**config.mk**
```make
export PLATFORM = sky130hd
export DESIGN_NAME = pss_status_regs
export DESIGN_NICKNAME = d
export VERILOG_FILES = /design/src/include/pss_pkg.sv /design/src/design/pss_status_regs.sv
export SDC_FILE = /design/constraint.sdc
export NUM_CORES = 1
export LEC_CHECK = 0
export ABC_AREA = 1
export BUFFER_PORTS_ARGS = -buffer_cell sky130_fd_sc_hd__buf_2
export CAP_MARGIN = 20
export CORE_MARGIN = 1
export CORE_UTILIZATION = 38
export CTS_CLUSTER_DIAMETER = 100
export DETAILED_ROUTE_END_ITERATION = 10
export GPL_TIMING_DRIVEN = 1
export HOLD_SLACK_MARGIN = 0.1
export MAX_ROUTING_LAYER = met4
export PLACE_DENSITY = 0.75
export SYNTH_ARGS = -nofsm -noshare
export SYNTH_HDL_FRONTEND = slang
export SYNTH_SLANG_ARGS = --single-unit
```
**constraint.sdc**
```tcl
create_clock -name CLOCK -period 1.6 [get_ports CLOCK]
set_clock_uncertainty 0.2 [all_clocks]
set_input_delay 0.16 -clock CLOCK [delete_from_list [all_inputs] [get_ports CLOCK]]
set_output_delay 0.16 -clock CLOCK [all_outputs]
set_load 0.05 [all_outputs]
```
**src/include/pss_pkg.sv**
```systemverilog
// Purpose: Shared constants and types of the PHY status summary block
// Assumes: Word-addressed register index, byte address = 4 * index
// Notes: Only the low byte of the status summary carries state

package pss_pkg;

  // ----------------------------------------------------------------
  // Register map
  // ----------------------------------------------------------------
  localparam int unsigned ADR_W = 10;
  localparam logic [7:0] IDX_BASIC_MODE_STATUS_REG = 8'h01;
  localparam logic [7:0] IDX_STATUS = 8'h10;
  localparam logic [7:0] IDX_SRC = 8'h12;
  localparam logic [7:0] IDX_MASK = 8'h13;

  // ----------------------------------------------------------------
  // Status summary fields
  // ----------------------------------------------------------------
  localparam int unsigned ST_INT = 7;
  localparam int unsigned ST_RF = 6;
  localparam int unsigned ST_JAB = 5;
  localparam int unsigned ST_AN = 4;
  localparam int unsigned ST_LOOP = 3;
  localparam int unsigned ST_DUP = 2;
  localparam int unsigned ST_SPD = 1;
  localparam int unsigned ST_LINK = 0;

  // ----------------------------------------------------------------
  // Basic mode status fields
  // ----------------------------------------------------------------
  localparam int unsigned BM_JAB = 1;
  localparam int unsigned BM_LINK = 2;
  localparam int unsigned BM_RF = 4;
  localparam int unsigned BM_AN = 5;

  // ----------------------------------------------------------------
  // Interrupt sources
  // ----------------------------------------------------------------
  localparam int unsigned NSRC = 4;
  localparam int unsigned SRC_LINK = 0;
  localparam int unsigned SRC_AN = 1;
  localparam int unsigned SRC_RF = 2;
  localparam int unsigned SRC_JAB = 3;
  localparam logic [NSRC-1:0] MASK_RST = 4'h0;
  localparam logic [NSRC-1:0] SRC_RST = 4'h0;

  typedef struct packed {
    logic remote_fault;
    logic jabber;
    logic an_done;
    logic loopback;
    logic full_duplex;
    logic speed10;
    logic link;
  } pss_cond_s;

  typedef struct packed {
    pss_cond_s cond;
    logic rf;
    logic [NSRC-1:0] src;
    logic [NSRC-1:0] mask;
    logic ack;
    logic [31:0] dat;
    logic irq;
  } pss_state_s;

endpackage

```
**src/design/pss_status_regs.sv**
```systemverilog
// Purpose: Status summary, basic status, interrupt source and mask registers
// Assumes: Classic Wishbone slave, one wait state, inputs synchronous to CLOCK
// Notes: Upper byte of the status summary reads zero
//
// Functional notes
// RQ1: Bit 7 shows a pending interrupt; reading the source register clears it.
// RQ2: Bit 6 sets when the partner reports remote fault via negotiation.
// RQ3: Remote fault stays set until basic status is read or reset.
// RQ4: Bit 5 reports jabber, meaningful only at 10 Mb/s.
// RQ5: Jabber bit mirrors exactly the jabber bit of basic status.
// RQ6: Reading the summary never clears jabber or link bits.
// RQ7: Bit 4 high when negotiation completed, low otherwise.
// RQ8: Bit 3 high while interface loopback enabled, low in normal operation.
// RQ9: Bit 2 duplex, 1 full, 0 half, from negotiation or forcing.
// RQ10: Bit 1 speed, 1 for 10 Mb/s, 0 for 100 Mb/s.
// RQ11: Host trusts speed and duplex only with valid link and settled negotiation; the bench checks them whether or not link is up.
// RQ12: Bit 0 high with valid link, mirroring basic status link bit.
// RQ13: Writes to the summary are ignored; all bits read zero after reset.
//
// The Wishbone slave port was decided locally.

`timescale 1ns/1ns

module pss_status_regs (
  input wire logic CLOCK,
  input wire logic NRST,
  input wire logic CYC_I,
  input wire logic STB_I,
  input wire logic WE_I,
  input wire logic [pss_pkg::ADR_W-1:0] ADR_I,
  input wire logic [3:0] SEL_I,
  input wire logic [31:0] DAT_I,
  input wire pss_pkg::pss_cond_s COND,
  output logic [31:0] DAT_O,
  output logic ACK_O,
  output logic IRQ
);

  // ----------------------------------------------------------------
  // State and decode
  // ----------------------------------------------------------------
  pss_pkg::pss_state_s s_r;
  pss_pkg::pss_state_s s_nxt;

  localparam int unsigned NSRC_W = pss_pkg::NSRC;

  logic req;
  logic take;
  logic done;
  logic [7:0] idx;
  logic rd_basic_mode_status_reg;
  logic rd_src;
  logic rd_stat;
  logic wr_stat;
  logic wr_src;
  logic wr_mask;
  logic [NSRC_W-1:0] ev;
  logic [NSRC_W-1:0] clr;
  logic [15:0] stat_v;
  logic [15:0] basic_mode_status_reg_v;
  logic [31:0] rdata;
  logic irq_cond;

  assign req = CYC_I & STB_I;
  assign take = req & ~s_r.ack;
  assign done = req & s_r.ack;
  assign idx = ADR_I[pss_pkg::ADR_W-1:2];
  assign rd_basic_mode_status_reg = done & ~WE_I & (idx == pss_pkg::IDX_BASIC_MODE_STATUS_REG);
  assign rd_src = done & ~WE_I & (idx == pss_pkg::IDX_SRC);
  assign rd_stat = take & ~WE_I & (idx == pss_pkg::IDX_STATUS);
  assign wr_stat = done & WE_I & (idx == pss_pkg::IDX_STATUS);
  assign wr_src = done & WE_I & SEL_I[0] & (idx == pss_pkg::IDX_SRC);
  assign wr_mask = done & WE_I & SEL_I[0] & (idx == pss_pkg::IDX_MASK);

  // ----------------------------------------------------------------
  // Read views
  // ----------------------------------------------------------------
  always_comb begin
    stat_v = 16'h0000;
    stat_v[pss_pkg::ST_INT] = |s_r.src; // see RQ1
    stat_v[pss_pkg::ST_RF] = s_r.rf; // see RQ2
    stat_v[pss_pkg::ST_JAB] = s_r.cond.jabber; // see RQ4
    stat_v[pss_pkg::ST_AN] = s_r.cond.an_done; // see RQ7
    stat_v[pss_pkg::ST_LOOP] = s_r.cond.loopback; // see RQ8
    stat_v[pss_pkg::ST_DUP] = s_r.cond.full_duplex; // see RQ9
    stat_v[pss_pkg::ST_SPD] = s_r.cond.speed10; // see RQ10
    stat_v[pss_pkg::ST_LINK] = s_r.cond.link; // see RQ12
    basic_mode_status_reg_v = 16'h0000;
    basic_mode_status_reg_v[pss_pkg::BM_JAB] = s_r.cond.jabber; // see RQ5
    basic_mode_status_reg_v[pss_pkg::BM_LINK] = s_r.cond.link; // see RQ12
    basic_mode_status_reg_v[pss_pkg::BM_RF] = s_r.rf;
    basic_mode_status_reg_v[pss_pkg::BM_AN] = s_r.cond.an_done;
  end

  always_comb begin
    rdata = 32'h0000_0000;
    unique case (idx)
      pss_pkg::IDX_STATUS: rdata = {16'h0000, stat_v};
      pss_pkg::IDX_BASIC_MODE_STATUS_REG: rdata = {16'h0000, basic_mode_status_reg_v};
      pss_pkg::IDX_SRC: rdata = {28'h0000000, s_r.src};
      pss_pkg::IDX_MASK: rdata = {28'h0000000, s_r.mask};
      default: rdata = 32'h0000_0000;
    endcase
  end

  // ----------------------------------------------------------------
  // Events
  // ----------------------------------------------------------------
  always_comb begin
    ev = '0;
    ev[pss_pkg::SRC_LINK] = COND.link ^ s_r.cond.link;
    ev[pss_pkg::SRC_AN] = COND.an_done & ~s_r.cond.an_done;
    ev[pss_pkg::SRC_RF] = COND.remote_fault & ~s_r.cond.remote_fault;
    ev[pss_pkg::SRC_JAB] = COND.jabber & ~s_r.cond.jabber;
  end

  // ----------------------------------------------------------------
  // Next state
  // ----------------------------------------------------------------
  always_comb begin
    s_nxt = s_r;
    // Live conditions; no read touches them
    s_nxt.cond = COND; // see RQ6
    s_nxt.ack = take;
    s_nxt.dat = (take & ~WE_I) ? rdata : 32'h0000_0000;
    // Set wins over the read clear
    s_nxt.rf = (s_r.rf & ~rd_basic_mode_status_reg) | COND.remote_fault; // see RQ2 see RQ3
    clr = '0;
    if (rd_src) begin
      clr = '1; // see RQ1
    end else if (wr_src) begin
      clr = DAT_I[NSRC_W-1:0];
    end
    s_nxt.src = (s_r.src & ~clr) | ev;
    if (wr_mask) begin
      s_nxt.mask = DAT_I[NSRC_W-1:0];
    end
    // Status summary writes fall through with no effect; see RQ13
    s_nxt.irq = |(s_nxt.src & s_nxt.mask);
  end

  assign irq_cond = |(s_nxt.src & s_nxt.mask);

  always_ff @(posedge CLOCK) begin
    if (!NRST) begin
      s_r <= '0; // see RQ13
    end else begin
      s_r <= s_nxt;
    end
  end

  assign DAT_O = s_r.dat;
  assign ACK_O = s_r.ack;
  assign IRQ = s_r.irq;

  for (genvar i = 0; i < NSRC_W; i++) begin : g_src_chk

  end
endmodule

```
==> results of run 1 <==
==> sequential cells by signal, summed over array words and instances, names as in the netlist <==
signal                   cells
basic_mode_status_reg_v      4
ACK_O                        1
IRQ                          1
s_r                         12
DAT_O                        8
==> report_power, final <==
| group | switching (mW) | internal [mW] | leakage (nW) | total (mW) |
|---|---|---|---|---|
| Sequential | 0.0139 | 0.667 | 0.214 | 0.681 |
| Clock | 0.210 | 0.272 | 0.0339 | 0.482 |
| Combinational | 0.215 | 0.0888 | 0.697 | 0.304 |
| Total | 0.439 | 1.03 | 0.945 | 1.47 |
==> routing by layer <==
metal  wire length, um  up-vias
met3               163        5
met1              1250      555
met4                62        0
li1                  -      673
met2              1460       46
met5                 0        -
==> what timing repair did <==
item                                    4_1_cts  5_1_grt
endpoints found under the setup margin        0        3
gates resized for setup                       0        5
endpoints found under the hold margin        22        0
buffers inserted                              0        1
hold buffers                                 21        0
==> final cells by class <==
type | instances | area (um^2) | area share (%)
clock buffers | 4 | 66.3 | 3.47
repair buffers | 62 | 448 | 23.4
well taps | 48 | 60.1 | 3.14
flip-flops and latches | 26 | 524 | 27.4
inverters | 26 | 97.6 | 5.10
multi-input cells | 137 | 716 | 37.4
==> synth_stat cells (2+ instances only) <==
master | instances | area, um^2
sky130_fd_sc_hd__nand2_2 | 2 | 12.5
sky130_fd_sc_hd__a22o_1 | 2 | 17.5
sky130_fd_sc_hd__a31oi_1 | 2 | 12.5
sky130_fd_sc_hd__nor2_4 | 3 | 33.8
sky130_fd_sc_hd__nor2_1 | 18 | 67.6
sky130_fd_sc_hd__nand3_2 | 2 | 20.0
sky130_fd_sc_hd__inv_1 | 26 | 97.6
sky130_fd_sc_hd__nor4_4 | 2 | 42.5
sky130_fd_sc_hd__nand3_1 | 9 | 45.0
sky130_fd_sc_hd__buf_4 | 32 | 240
sky130_fd_sc_hd__o21ai_0 | 2 | 10.0
sky130_fd_sc_hd__a21oi_1 | 8 | 40.0
sky130_fd_sc_hd__or2_2 | 2 | 12.5
sky130_fd_sc_hd__nand2_1 | 49 | 184
sky130_fd_sc_hd__o21ai_1 | 2 | 10.0
sky130_fd_sc_hd__nor3_1 | 2 | 10.0
sky130_fd_sc_hd__dfxtp_1 | 26 | 521
==> per-stage QoR <==
| step | cells | setup TNS, ps | hold WS (ps) | setup slack, ps |
|---|---|---|---|---|
| after floorplan | 223 | 0 | 53.5 | 54.1 |
| after global placement | 277 | -6.04 | 147 | -6.04 |
| after detailed placement | 277 | -34.7 | 145 | -34.7 |
| after CTS | 302 | 0 | 141 | 17.3 |
| after global routing | 303 | -85.6 | 164 | -55.7 |
| final | 303 | 0 | 146 | 23.0 |
==> worst max path at each step <==
stage / endpoint / slack (ps) / cells after the start
global route: IRQ / -60 / 11
floorplan: IRQ / 50 / 9
finish: basic_mode_status_reg_v[4] / 20 / 5
global placement: IRQ / -6 / 13
CTS: IRQ / 20 / 11
detailed placement: IRQ / -30 / 13
==> cells by family (layout without fill, tap and decap cells) <==
group,after synthesis,in the layout,synth area share [%]
AOI/OAI and AO/OA,18,18,7.11
and+or+nand+nor,94,94,33.4
buffers and inverters,60,92,23.4
DFF,26,26,35.2
xor gates and xnor gates,1,1,0.592
other,1,24,0.254
==> critical path, stage by stage <==
cell                            delay (ps)
sky130_fd_sc_hd__dlygate4sd3_1         530
sky130_fd_sc_hd__buf_2                 120
sky130_fd_sc_hd__nand2_1                50
sky130_fd_sc_hd__dlygate4sd3_1         600
sky130_fd_sc_hd__o31ai_1                80
==> reports/summary.log, run 1 <==
INFO  run_status     run_status=completed
INFO  critical_path  critical_path.startpoint=COND[6]
INFO  floorplanning  fp.dieH=64.4um
INFO  critical_path  start_kind=primary input
INFO  floorplanning  core_area=0.00369mm^2
INFO  clock_tree     tritoncts_buffer_count=3
INFO  hold_path      hold-path-endpoint=s_r[37]
INFO  clock_tree     clk_path_buf_depth=2
INFO  finish         mostFrequentLayoutCells=sky130_fd_sc_hd__nand2_1, sky130_fd_sc_hd__buf_2, sky130_fd_sc_hd__inv_1
INFO  yosys          syn-cell-area=0.00148mm^2
INFO  grt            grt_met2_use=28.6%
INFO  drt            route.detailed.drc=0
INFO  yosys          synth_cell_type_count=28
INFO  floorplanning  initial_utilization=40.1%
INFO  placed_design  place.port_buffers=34
INFO  grt            grt_pass1_wl=4930um
INFO  yosys          synth.avg_cell_area=7.39um^2
INFO  clock_tree     cts-root-buf=sky130_fd_sc_hd__clkbuf_8
INFO  pwr            irDropWorstVdd=0.000279V
INFO  drt            wl_per_cell=9.70um
INFO  run            cap_violations=0
INFO  grt            grt_most_used_layer=met2
INFO  finish         area_growth_syn_to_layout=29.3%
INFO  finish         drive_above_1_share=24.7%
INFO  clock_tree     cts_sinks=26
INFO  critical_path  timing.rr.start=ACK_O
INFO  yosys          synthArstFlopShare=0%
INFO  floorplanning  die_w=64.4um
INFO  floorplanning  io-pin-count=92
INFO  hold_path      worstHoldPathCells=5
INFO  floorplanning  rows=22
INFO  clock_tree     clk-insertion-delay-late=280ps
INFO  placed_design  hpwl=2170um
INFO  critical_path  r2r_slack=100ps
INFO  yosys          netlist_instances=200
INFO  grt            grt_util_met3=1.61%
INFO  yosys          ys.flop_type=sky130_fd_sc_hd__dfxtp_1
INFO  yosys          synth_register_bits=26
INFO  critical_path  reg2regPathDepth=10
INFO  grt            first_global_vias=1156
INFO  hold_path      hold_start=ADR_I[2]
INFO  yosys          yosys_warnings=0
INFO  finish         nNetsFinal=314
INFO  pwr            report.power.total=1.47mW
INFO  drt            postRouteWirelength=2940um
INFO  timing         rsz_0062_raised_after_global_routing=true
INFO  timing         setup_viol_count_final=0
INFO  grt            global_route.usage.met1=18.2%
INFO  critical_path  reg2reg_to=IRQ
INFO  pwr            power.density=767mW/mm^2
INFO  clock_tree     cts_max_level=1
INFO  drt            drt_pass1_iterations=4
INFO  timing         slew_violations=0
INFO  critical_path  cp_data_arrival_time=1540ps
INFO  pwr            total_leakage_power=0.945nW
INFO  clock_tree     cts.clk_slew.worst_paths=80ps
INFO  timing         timing.final.crit_period=1580ps
INFO  drt            drt_iter0_markers=64
INFO  critical_path  setup.worst_path.class=primary input to flop
INFO  placed_design  placedInstanceArea=0.00161mm^2
INFO  timing         finalHoldViolCount=0
INFO  critical_path  required=1560ps
INFO  grt            grt_usage=16.3%
INFO  clock_tree     tritoncts=done
INFO  drt            ant_nets=0
INFO  drt            num_vias=1279
INFO  critical_path  worst-path-max-fanout=2
INFO  yosys          synth_edf_count=0
INFO  finish         fin_util=51.8%
INFO  floorplanning  die_area=0.00415mm^2
INFO  grt            antenna_violations_before_repair=0
INFO  yosys          synth-seq-area-share=35.2%
INFO  timing         share_of_the_cycle_needed_by_the_critical_path_after_routing=98.6%
INFO  finish         fillers=396
INFO  critical_path  timing.critical_path.to_type=flop
INFO  placed_design  gp_congestion=0.930
INFO  finish         fin_area=0.00191mm^2
INFO  timing         max_freq=634MHz
INFO  drt            route.detailed.vias_per_inst=4.22
INFO  finish         diodes=0
INFO  grt            grt_max_degree=16
INFO  finish         layout.cells.most_common=sky130_fd_sc_hd__nand2_1
INFO  hold_path      hold_path.class=primary input to flop
INFO  grt            overflow=0
No activity file was read; power rests on OpenSTA's default activity.
==> inputs of run 2 (changes only) <==
==> constraint.sdc (replaced) <==
create_clock -name CLOCK -period 1.6 [get_ports CLOCK]
set_clock_uncertainty 0.2 [all_clocks]
set_input_delay 0.08 -clock CLOCK [delete_from_list [all_inputs] [get_ports CLOCK]]
set_output_delay 0.08 -clock CLOCK [all_outputs]
set_load 0.05 [all_outputs]
==> run 2 against run 1 <==
Compared with the run above: final area increased by 0.72%; count of clock-buffer cells in the layout unchanged; critical endpoint unchanged; total power down 3.1%; clock power down 11%.
==> reports/summary.log, run 2 (synthesis results as in run 1) <==
INFO  floorplanning  io-pin-count=92 [unchanged]
INFO  floorplanning  rows=22 [unchanged]
INFO  placed_design  placedCellCount=277 [unchanged]
INFO  hold_path      hold_path.class=primary input to flop
INFO  grt            first_global_vias=1194 [+3.3%]
INFO  grt            grt_met2_use=27.4% [-1.2 points]
INFO  placed_design  hpwl=2120um [-2.1%]
INFO  critical_path  setup.worst_path.class=flop to flop
INFO  critical_path  crit_chain=nand3_4, nor3_1, dlygate4sd3_1, o31ai_1
INFO  timing         max_freq=626MHz [-1.3%]
INFO  timing         slew_violations=0 [unchanged]
INFO  pwr            irDropWorstVdd=0.000281V [+0.63%]
INFO  clock_tree     cts.clk_slew.worst_paths=90ps [about the same]
INFO  finish         registers.top_by_ff_count=s_r
INFO  drt            route.detailed.drc=0 [unchanged]
INFO  finish         area_growth_syn_to_layout=30.2%
INFO  run            cap_violations=0 [unchanged]
INFO  clock_tree     cts_max_level=1 [unchanged]
INFO  floorplanning  core_area=0.00369mm^2 [unchanged]
INFO  drt            drt_iter0_markers=79 [+23%]
INFO  critical_path  required=1570ps [about the same]
INFO  floorplanning  die_area=0.00415mm^2 [unchanged]
INFO  floorplanning  die_w=64.4um [unchanged]
INFO  timing         hold-worst-slack=59.9ps [-85.9 ps]
INFO  clock_tree     cts_sinks=26 [unchanged]
INFO  pwr            power.density=738mW/mm^2 [-3.8%]
INFO  pwr            report.power.total=1.42mW [-3.1%]
INFO  clock_tree     cts-root-buf=sky130_fd_sc_hd__clkbuf_8
INFO  grt            overflow=0 [unchanged]
INFO  floorplanning  fp.dieH=64.4um [unchanged]
INFO  drt            num_vias=1330 [+4.0%]
INFO  timing         share_of_the_cycle_needed_by_the_critical_path_after_routing=99.9% [+1.3 points]
INFO  clock_tree     clk_path_buf_depth=2 [unchanged]
INFO  placed_design  place.port_buffers=34 [unchanged]
INFO  placed_design  placedInstanceArea=0.00160mm^2 [-0.78%]
INFO  timing         timing.final.crit_period=1600ps [+21.1 ps]
INFO  finish         nNetsFinal=319 [+1.6%]
INFO  critical_path  worst-path-max-fanout=3 [+1]
INFO  timing         finalHoldViolCount=0 [unchanged]
INFO  timing         rsz_0062_raised_after_global_routing=true
INFO  drt            drt_pass1_iterations=6 [+2]
INFO  drt            ant_nets=0 [unchanged]
INFO  finish         post_layout_nonfiller_instances=308 [+1.7%]
INFO  critical_path  timing.critical_path.slowest_stage_cell=sky130_fd_sc_hd__dlygate4sd3_1
INFO  grt            grt_usage=15.5% [-0.79 points]
INFO  critical_path  start_kind=flop
INFO  finish         fin_area=0.00193mm^2 [+0.72%]
INFO  finish         layout.cells.most_common=sky130_fd_sc_hd__nand2_1
INFO  finish         largest_reg_flops=12 [unchanged]
INFO  drt            route.detailed.vias_per_inst=4.32 [+2.3%]
INFO  grt            grt_util_met3=1.61% [unchanged]
INFO  critical_path  cp_data_arrival_time=1560ps [+20 ps]
INFO  finish         drive_above_1_share=25.0% [+0.29 points]
INFO  critical_path  timing.critical_path.to_type=flop
INFO  clock_tree     tritoncts_buffer_count=3 [unchanged]
INFO  grt            grt_pass1_wl=4800um [-2.7%]
INFO  placed_design  gp_congestion=0.914 [-1.7%]
INFO  clock_tree     clk-insertion-delay-late=270ps [about the same]
INFO  timing         setup_viol_count_final=0 [unchanged]
INFO  grt            antenna_violations_before_repair=0 [unchanged]
INFO  critical_path  cp_slowest_stage_delay=580ps [-20 ps]
INFO  grt            grt_max_degree=15 [-1]
INFO  pwr            total_leakage_power=0.950nW [+0.52%]
INFO  finish         mostFrequentLayoutCells=sky130_fd_sc_hd__nand2_1, sky130_fd_sc_hd__buf_2, sky130_fd_sc_hd__inv_1
INFO  finish         fillers=385 [-2.8%]
INFO  finish         diodes=0 [unchanged]
INFO  run_status     run_status=completed
INFO  grt            global_route.usage.met1=17.2% [-0.93 points]
INFO  clock_tree     tritoncts=done
INFO  floorplanning  initial_utilization=40.1% [unchanged]
INFO  grt            grt_most_used_layer=met2
INFO  drt            postRouteWirelength=3010um [+2.4%]
INFO  finish         fin_util=52.2% [+0.37 points]
INFO  drt            wl_per_cell=9.77um [+0.75%]
-- run 2: cell types whose count changed in the layout (fill, tap and decap cells not counted) --
cell and delta:
sky130_fd_sc_hd__dlymetal6s4s_1 -1, sky130_fd_sc_hd__nor2_2 -1, sky130_fd_sc_hd__buf_12 -1, sky130_fd_sc_hd__buf_4 +4, sky130_fd_sc_hd__clkbuf_8 +1, sky130_fd_sc_hd__nor2_1 +1
sky130_fd_sc_hd__dlygate4sd3_1 +3, sky130_fd_sc_hd__clkbuf_16 -1
-- run 2: area by class of cell --
class	count	area (um^2)	area share [%]
inverters	26	97.6	5.07
clock buffers	4	55.1	2.86
repair buffers	67	475	24.7
well taps	48	60.1	3.12
multi-input cells	137	713	37.0
flip-flops and latches	26	524	27.2
-- run 2: worst max-delay path: cells and delay by family, from the launching register on --
family	cells	cell delay (ps)
AOI/OAI and AO/OA	1	60
buffers and inverters	1	580
DFF	1	360
and+or+nand+nor	2	280
-- run 2: what timing repair did --
| item | 4_1_cts | 5_1_grt |
|---|---|---|
| hold buffers | 22 | 1 |
| endpoints found under the setup margin | 0 | 4 |
| setup buffers | 0 | 4 |
| gates resized for setup | 0 | 3 |
| endpoints found under the hold margin | 26 | 7 |
-- run 2: worst paths after layout --
| check | from | endpoint | slack, ps | depth (start not counted) |
|---|---|---|---|---|
| worst max register to register | ACK_O | basic_mode_status_reg_v[4] | 2 | 4 |
| worst min register to register | basic_mode_status_reg_v[5] | DAT_O[4] | 270 | 2 |
| worst max-delay path | ACK_O | basic_mode_status_reg_v[4] | 2 | 4 |
| worst min-delay path | ADR_I[2] | s_r[37] | 60 | 5 |
-- run 2: where the power goes --
part           internal (mW)  leakage [nW]  total, mW  switching [mW]
registers              0.667         0.214      0.681          0.0138
logic                 0.0949         0.707      0.312           0.217
clock network          0.220        0.0288      0.429           0.208
-- run 2: routing by layer --
layer / vias to the layer above / routed length, um
met5: - / 0
met4: 0 / 54
met3: 5 / 141
met2: 49 / 1510
met1: 591 / 1310
li1: 685 / -
-- run 2: metrics by stage --
stage               setup TNS, ps  worst slack (ps)
finish                          0              1.94
global route                 -140             -87.6
CTS                             0              40.6
detailed placement              0              64.6
global placement                0              82.7
floorplan                       0              54.1
==> inputs of run 3 (changes only) <==
Settings changed: GPL_TIMING_DRIVEN 1 to 0, RECOVER_POWER set to 100.
==> run 3 against run 2 <==
Compared with the run above: the run now ends with negative hold slack left; flip-flop and latch count is the same; register-to-register slack better by 60 ps; non-clock buffer count grew 24; worst setup slack improved by 50 ps; cell count rose by 7.8%; first-iteration DRC count down 58%; largest power group unchanged.
==> reports/summary.log, run 3 (synthesis results as in run 1) <==
INFO  finish         area_growth_syn_to_layout=44.9%
INFO  timing         finalHoldViolCount=6 [+6]
INFO  drt            ant_nets=0 [unchanged]
INFO  clock_tree     cts.clk_slew.worst_paths=90ps [about the same]
INFO  pwr            power.density=678mW/mm^2 [-8.1%]
INFO  critical_path  cp_slowest_stage_delay=580ps [about the same]
INFO  critical_path  cp_data_arrival_time=1510ps [-50 ps]
INFO  timing         worst-slew-pin-transition=587ps
INFO  placed_design  gp_congestion=0.894 [-2.2%]
INFO  drt            wl_per_cell=9.02um [-7.7%]
INFO  grt            antenna_violations_before_repair=0 [unchanged]
INFO  clock_tree     cts_max_level=1 [unchanged]
INFO  drt            postRouteWirelength=3000um [-0.47%]
INFO  drt            route.detailed.vias_per_inst=4.08 [-5.6%]
INFO  finish         nNetsFinal=343 [+7.5%]
INFO  finish         drive_above_1_share=33.1% [+8.1 points]
INFO  grt            first_global_vias=1187 [-0.59%]
INFO  run_status     failed_checks=negative hold slack
INFO  timing         max_freq=646MHz [+3.2%]
INFO  timing         relSlewSlack=61.0%
INFO  placed_design  hpwl=2280um [+7.5%]
INFO  placed_design  placedCellCount=304 [+9.7%]
INFO  finish         fillers=373 [-3.1%]
INFO  pwr            irDropWorstVdd=0.000508V [+81%]
INFO  drt            drt_pass1_iterations=6 [unchanged]
INFO  timing         hold-worst-slack=-36.6ps [-96.6 ps]
INFO  clock_tree     tritoncts=done
INFO  grt            grt_max_degree=15 [unchanged]
INFO  clock_tree     cts-root-buf=sky130_fd_sc_hd__clkbuf_8
INFO  run            cap_violations=0 [unchanged]
INFO  finish         registers.top_by_ff_count=s_r
INFO  finish         diodes=0 [unchanged]
INFO  floorplanning  core_area=0.00369mm^2 [unchanged]
INFO  grt            grt_usage=16.1% [+0.63 points]
INFO  timing         rsz_0062_raised_after_global_routing=true
INFO  floorplanning  fp.dieH=64.4um [unchanged]
INFO  floorplanning  rows=22 [unchanged]
INFO  critical_path  required=1560ps [about the same]
INFO  finish         mostFrequentLayoutCells=sky130_fd_sc_hd__nand2_1, sky130_fd_sc_hd__buf_4, sky130_fd_sc_hd__buf_2
INFO  clock_tree     clk-insertion-delay-late=270ps [about the same]
INFO  critical_path  timing.critical_path.slowest_stage_cell=sky130_fd_sc_hd__dlygate4sd3_1
INFO  critical_path  timing.critical_path.to_type=flop
INFO  floorplanning  io-pin-count=92 [unchanged]
INFO  timing         share_of_the_cycle_needed_by_the_critical_path_after_routing=96.8% [-3.1 points]
INFO  finish         largest_reg_flops=12 [unchanged]
INFO  placed_design  place.port_buffers=33 [-2.9%]
INFO  hold_path      hold_path.class=primary input to flop
INFO  clock_tree     cts_sinks=26 [unchanged]
INFO  drt            drt_iter0_markers=33 [-58%]
INFO  clock_tree     clk_path_buf_depth=2 [unchanged]
INFO  clock_tree     tritoncts_buffer_count=3 [unchanged]
INFO  timing         timing.final.crit_period=1550ps [-50.0 ps]
INFO  drt            num_vias=1354 [+1.8%]
INFO  floorplanning  die_area=0.00415mm^2 [unchanged]
INFO  critical_path  r2r_slack=60ps [+60 ps]
INFO  critical_path  path_common_cell=sky130_fd_sc_hd__dlygate4sd3_1
INFO  floorplanning  initial_utilization=40.1% [unchanged]
INFO  critical_path  worst-path-max-fanout=8 [+5]
INFO  finish         layout.cells.most_common=sky130_fd_sc_hd__nand2_1
INFO  pwr            report.power.total=1.45mW [+2.3%]
INFO  critical_path  crit_chain=dlygate4sd3_1, buf_2, nand2_1, dlygate4sd3_1, o31ai_1
INFO  finish         fin_util=58.1% [+5.9 points]
INFO  clock_tree     cts.hold.buffers_added=21 [-4.5%]
INFO  pwr            total_leakage_power=1.08nW [+14%]
INFO  critical_path  setup.worst_path.class=primary input to flop
INFO  finish         post_layout_nonfiller_instances=332 [+7.8%]
INFO  grt            grt_pass1_wl=5000um [+4.2%]
INFO  drt            route.detailed.drc=0 [unchanged]
INFO  floorplanning  die_w=64.4um [unchanged]
INFO  run_status     run_status=finished, violations left
INFO  timing         setup_viol_count_final=0 [unchanged]
INFO  critical_path  start_kind=primary input
INFO  timing         slew_violations=0 [unchanged]
INFO  grt            overflow=0 [unchanged]
run 3: cell types whose count changed in the layout (fill, tap and decap cells not counted), sizes merged:
cell         previous run  this run
buf                    44        68
clkbuf                  4         6
dlygate4sd3            23        21
run 3: repair_timing:
item	in CTS	in global routing
cloned	0	0
pin swaps	1	10
endpoints found under the hold margin	26	9
setup buffers	1	2
setup endpoints to repair	1	3
gates resized for setup	0	11
run 3: report_power, final:
part / leakage [nW] / total (mW) / switching, mW / internal, mW
Clock: 0.0288 / 0.418 / 0.197 / 0.220
Sequential: 0.214 / 0.682 / 0.0149 / 0.667
Combinational: 0.836 / 0.354 / 0.224 / 0.130
Total: 1.08 / 1.45 / 0.436 / 1.02
run 3: critical path, delay by kind of cell:
family          cells  cell delay [ps]
buf+inv             3             1290
compound gates      1               70
simple gates        1               70
run 3: layout make-up:
| cell class | instances | area (um^2) | share of cell area, % |
|---|---|---|---|
| Buffer | 34 | 249 | 11.6 |
| Clock buffer | 4 | 55.1 | 2.57 |
| Inverter | 26 | 97.6 | 4.55 |
| Multi-Input combinational cell | 137 | 748 | 34.9 |
| Sequential cell | 26 | 524 | 24.5 |
| Tap cell | 48 | 60.1 | 2.80 |
| Timing Repair Buffer | 57 | 409 | 19.1 |
run 3: through the flow:
step           setup slack (ps)  instance area (um^2)  TNS (ps)
2_1_floorplan              54.1                  1570         0
3_3_place_gp               3.24                  1790         0
3_5_place_dp               4.56                  1790         0
4_1_cts                    7.69                  2080         0
5_1_grt                   -40.1                  2140     -44.0
6_report                   51.9                  2140         0
run 3: worst paths after layout:
kind | start | end | depth (start not counted)
setup / recovery | NRST | basic_mode_status_reg_v[4] | 5
hold / removal | ADR_I[2] | DAT_O[5] | 4
setup reg to reg | ACK_O | IRQ | 10
hold reg to reg | ACK_O | ACK_O | 1
run 3: metal layers:
metal  up-vias  wire [um]  track usage, %
li1        732          -               -
met1       577       1250            18.2
met2        41       1540            28.8
met3         4        167            3.21
met4         0         31            4.17
met5         -          0               -
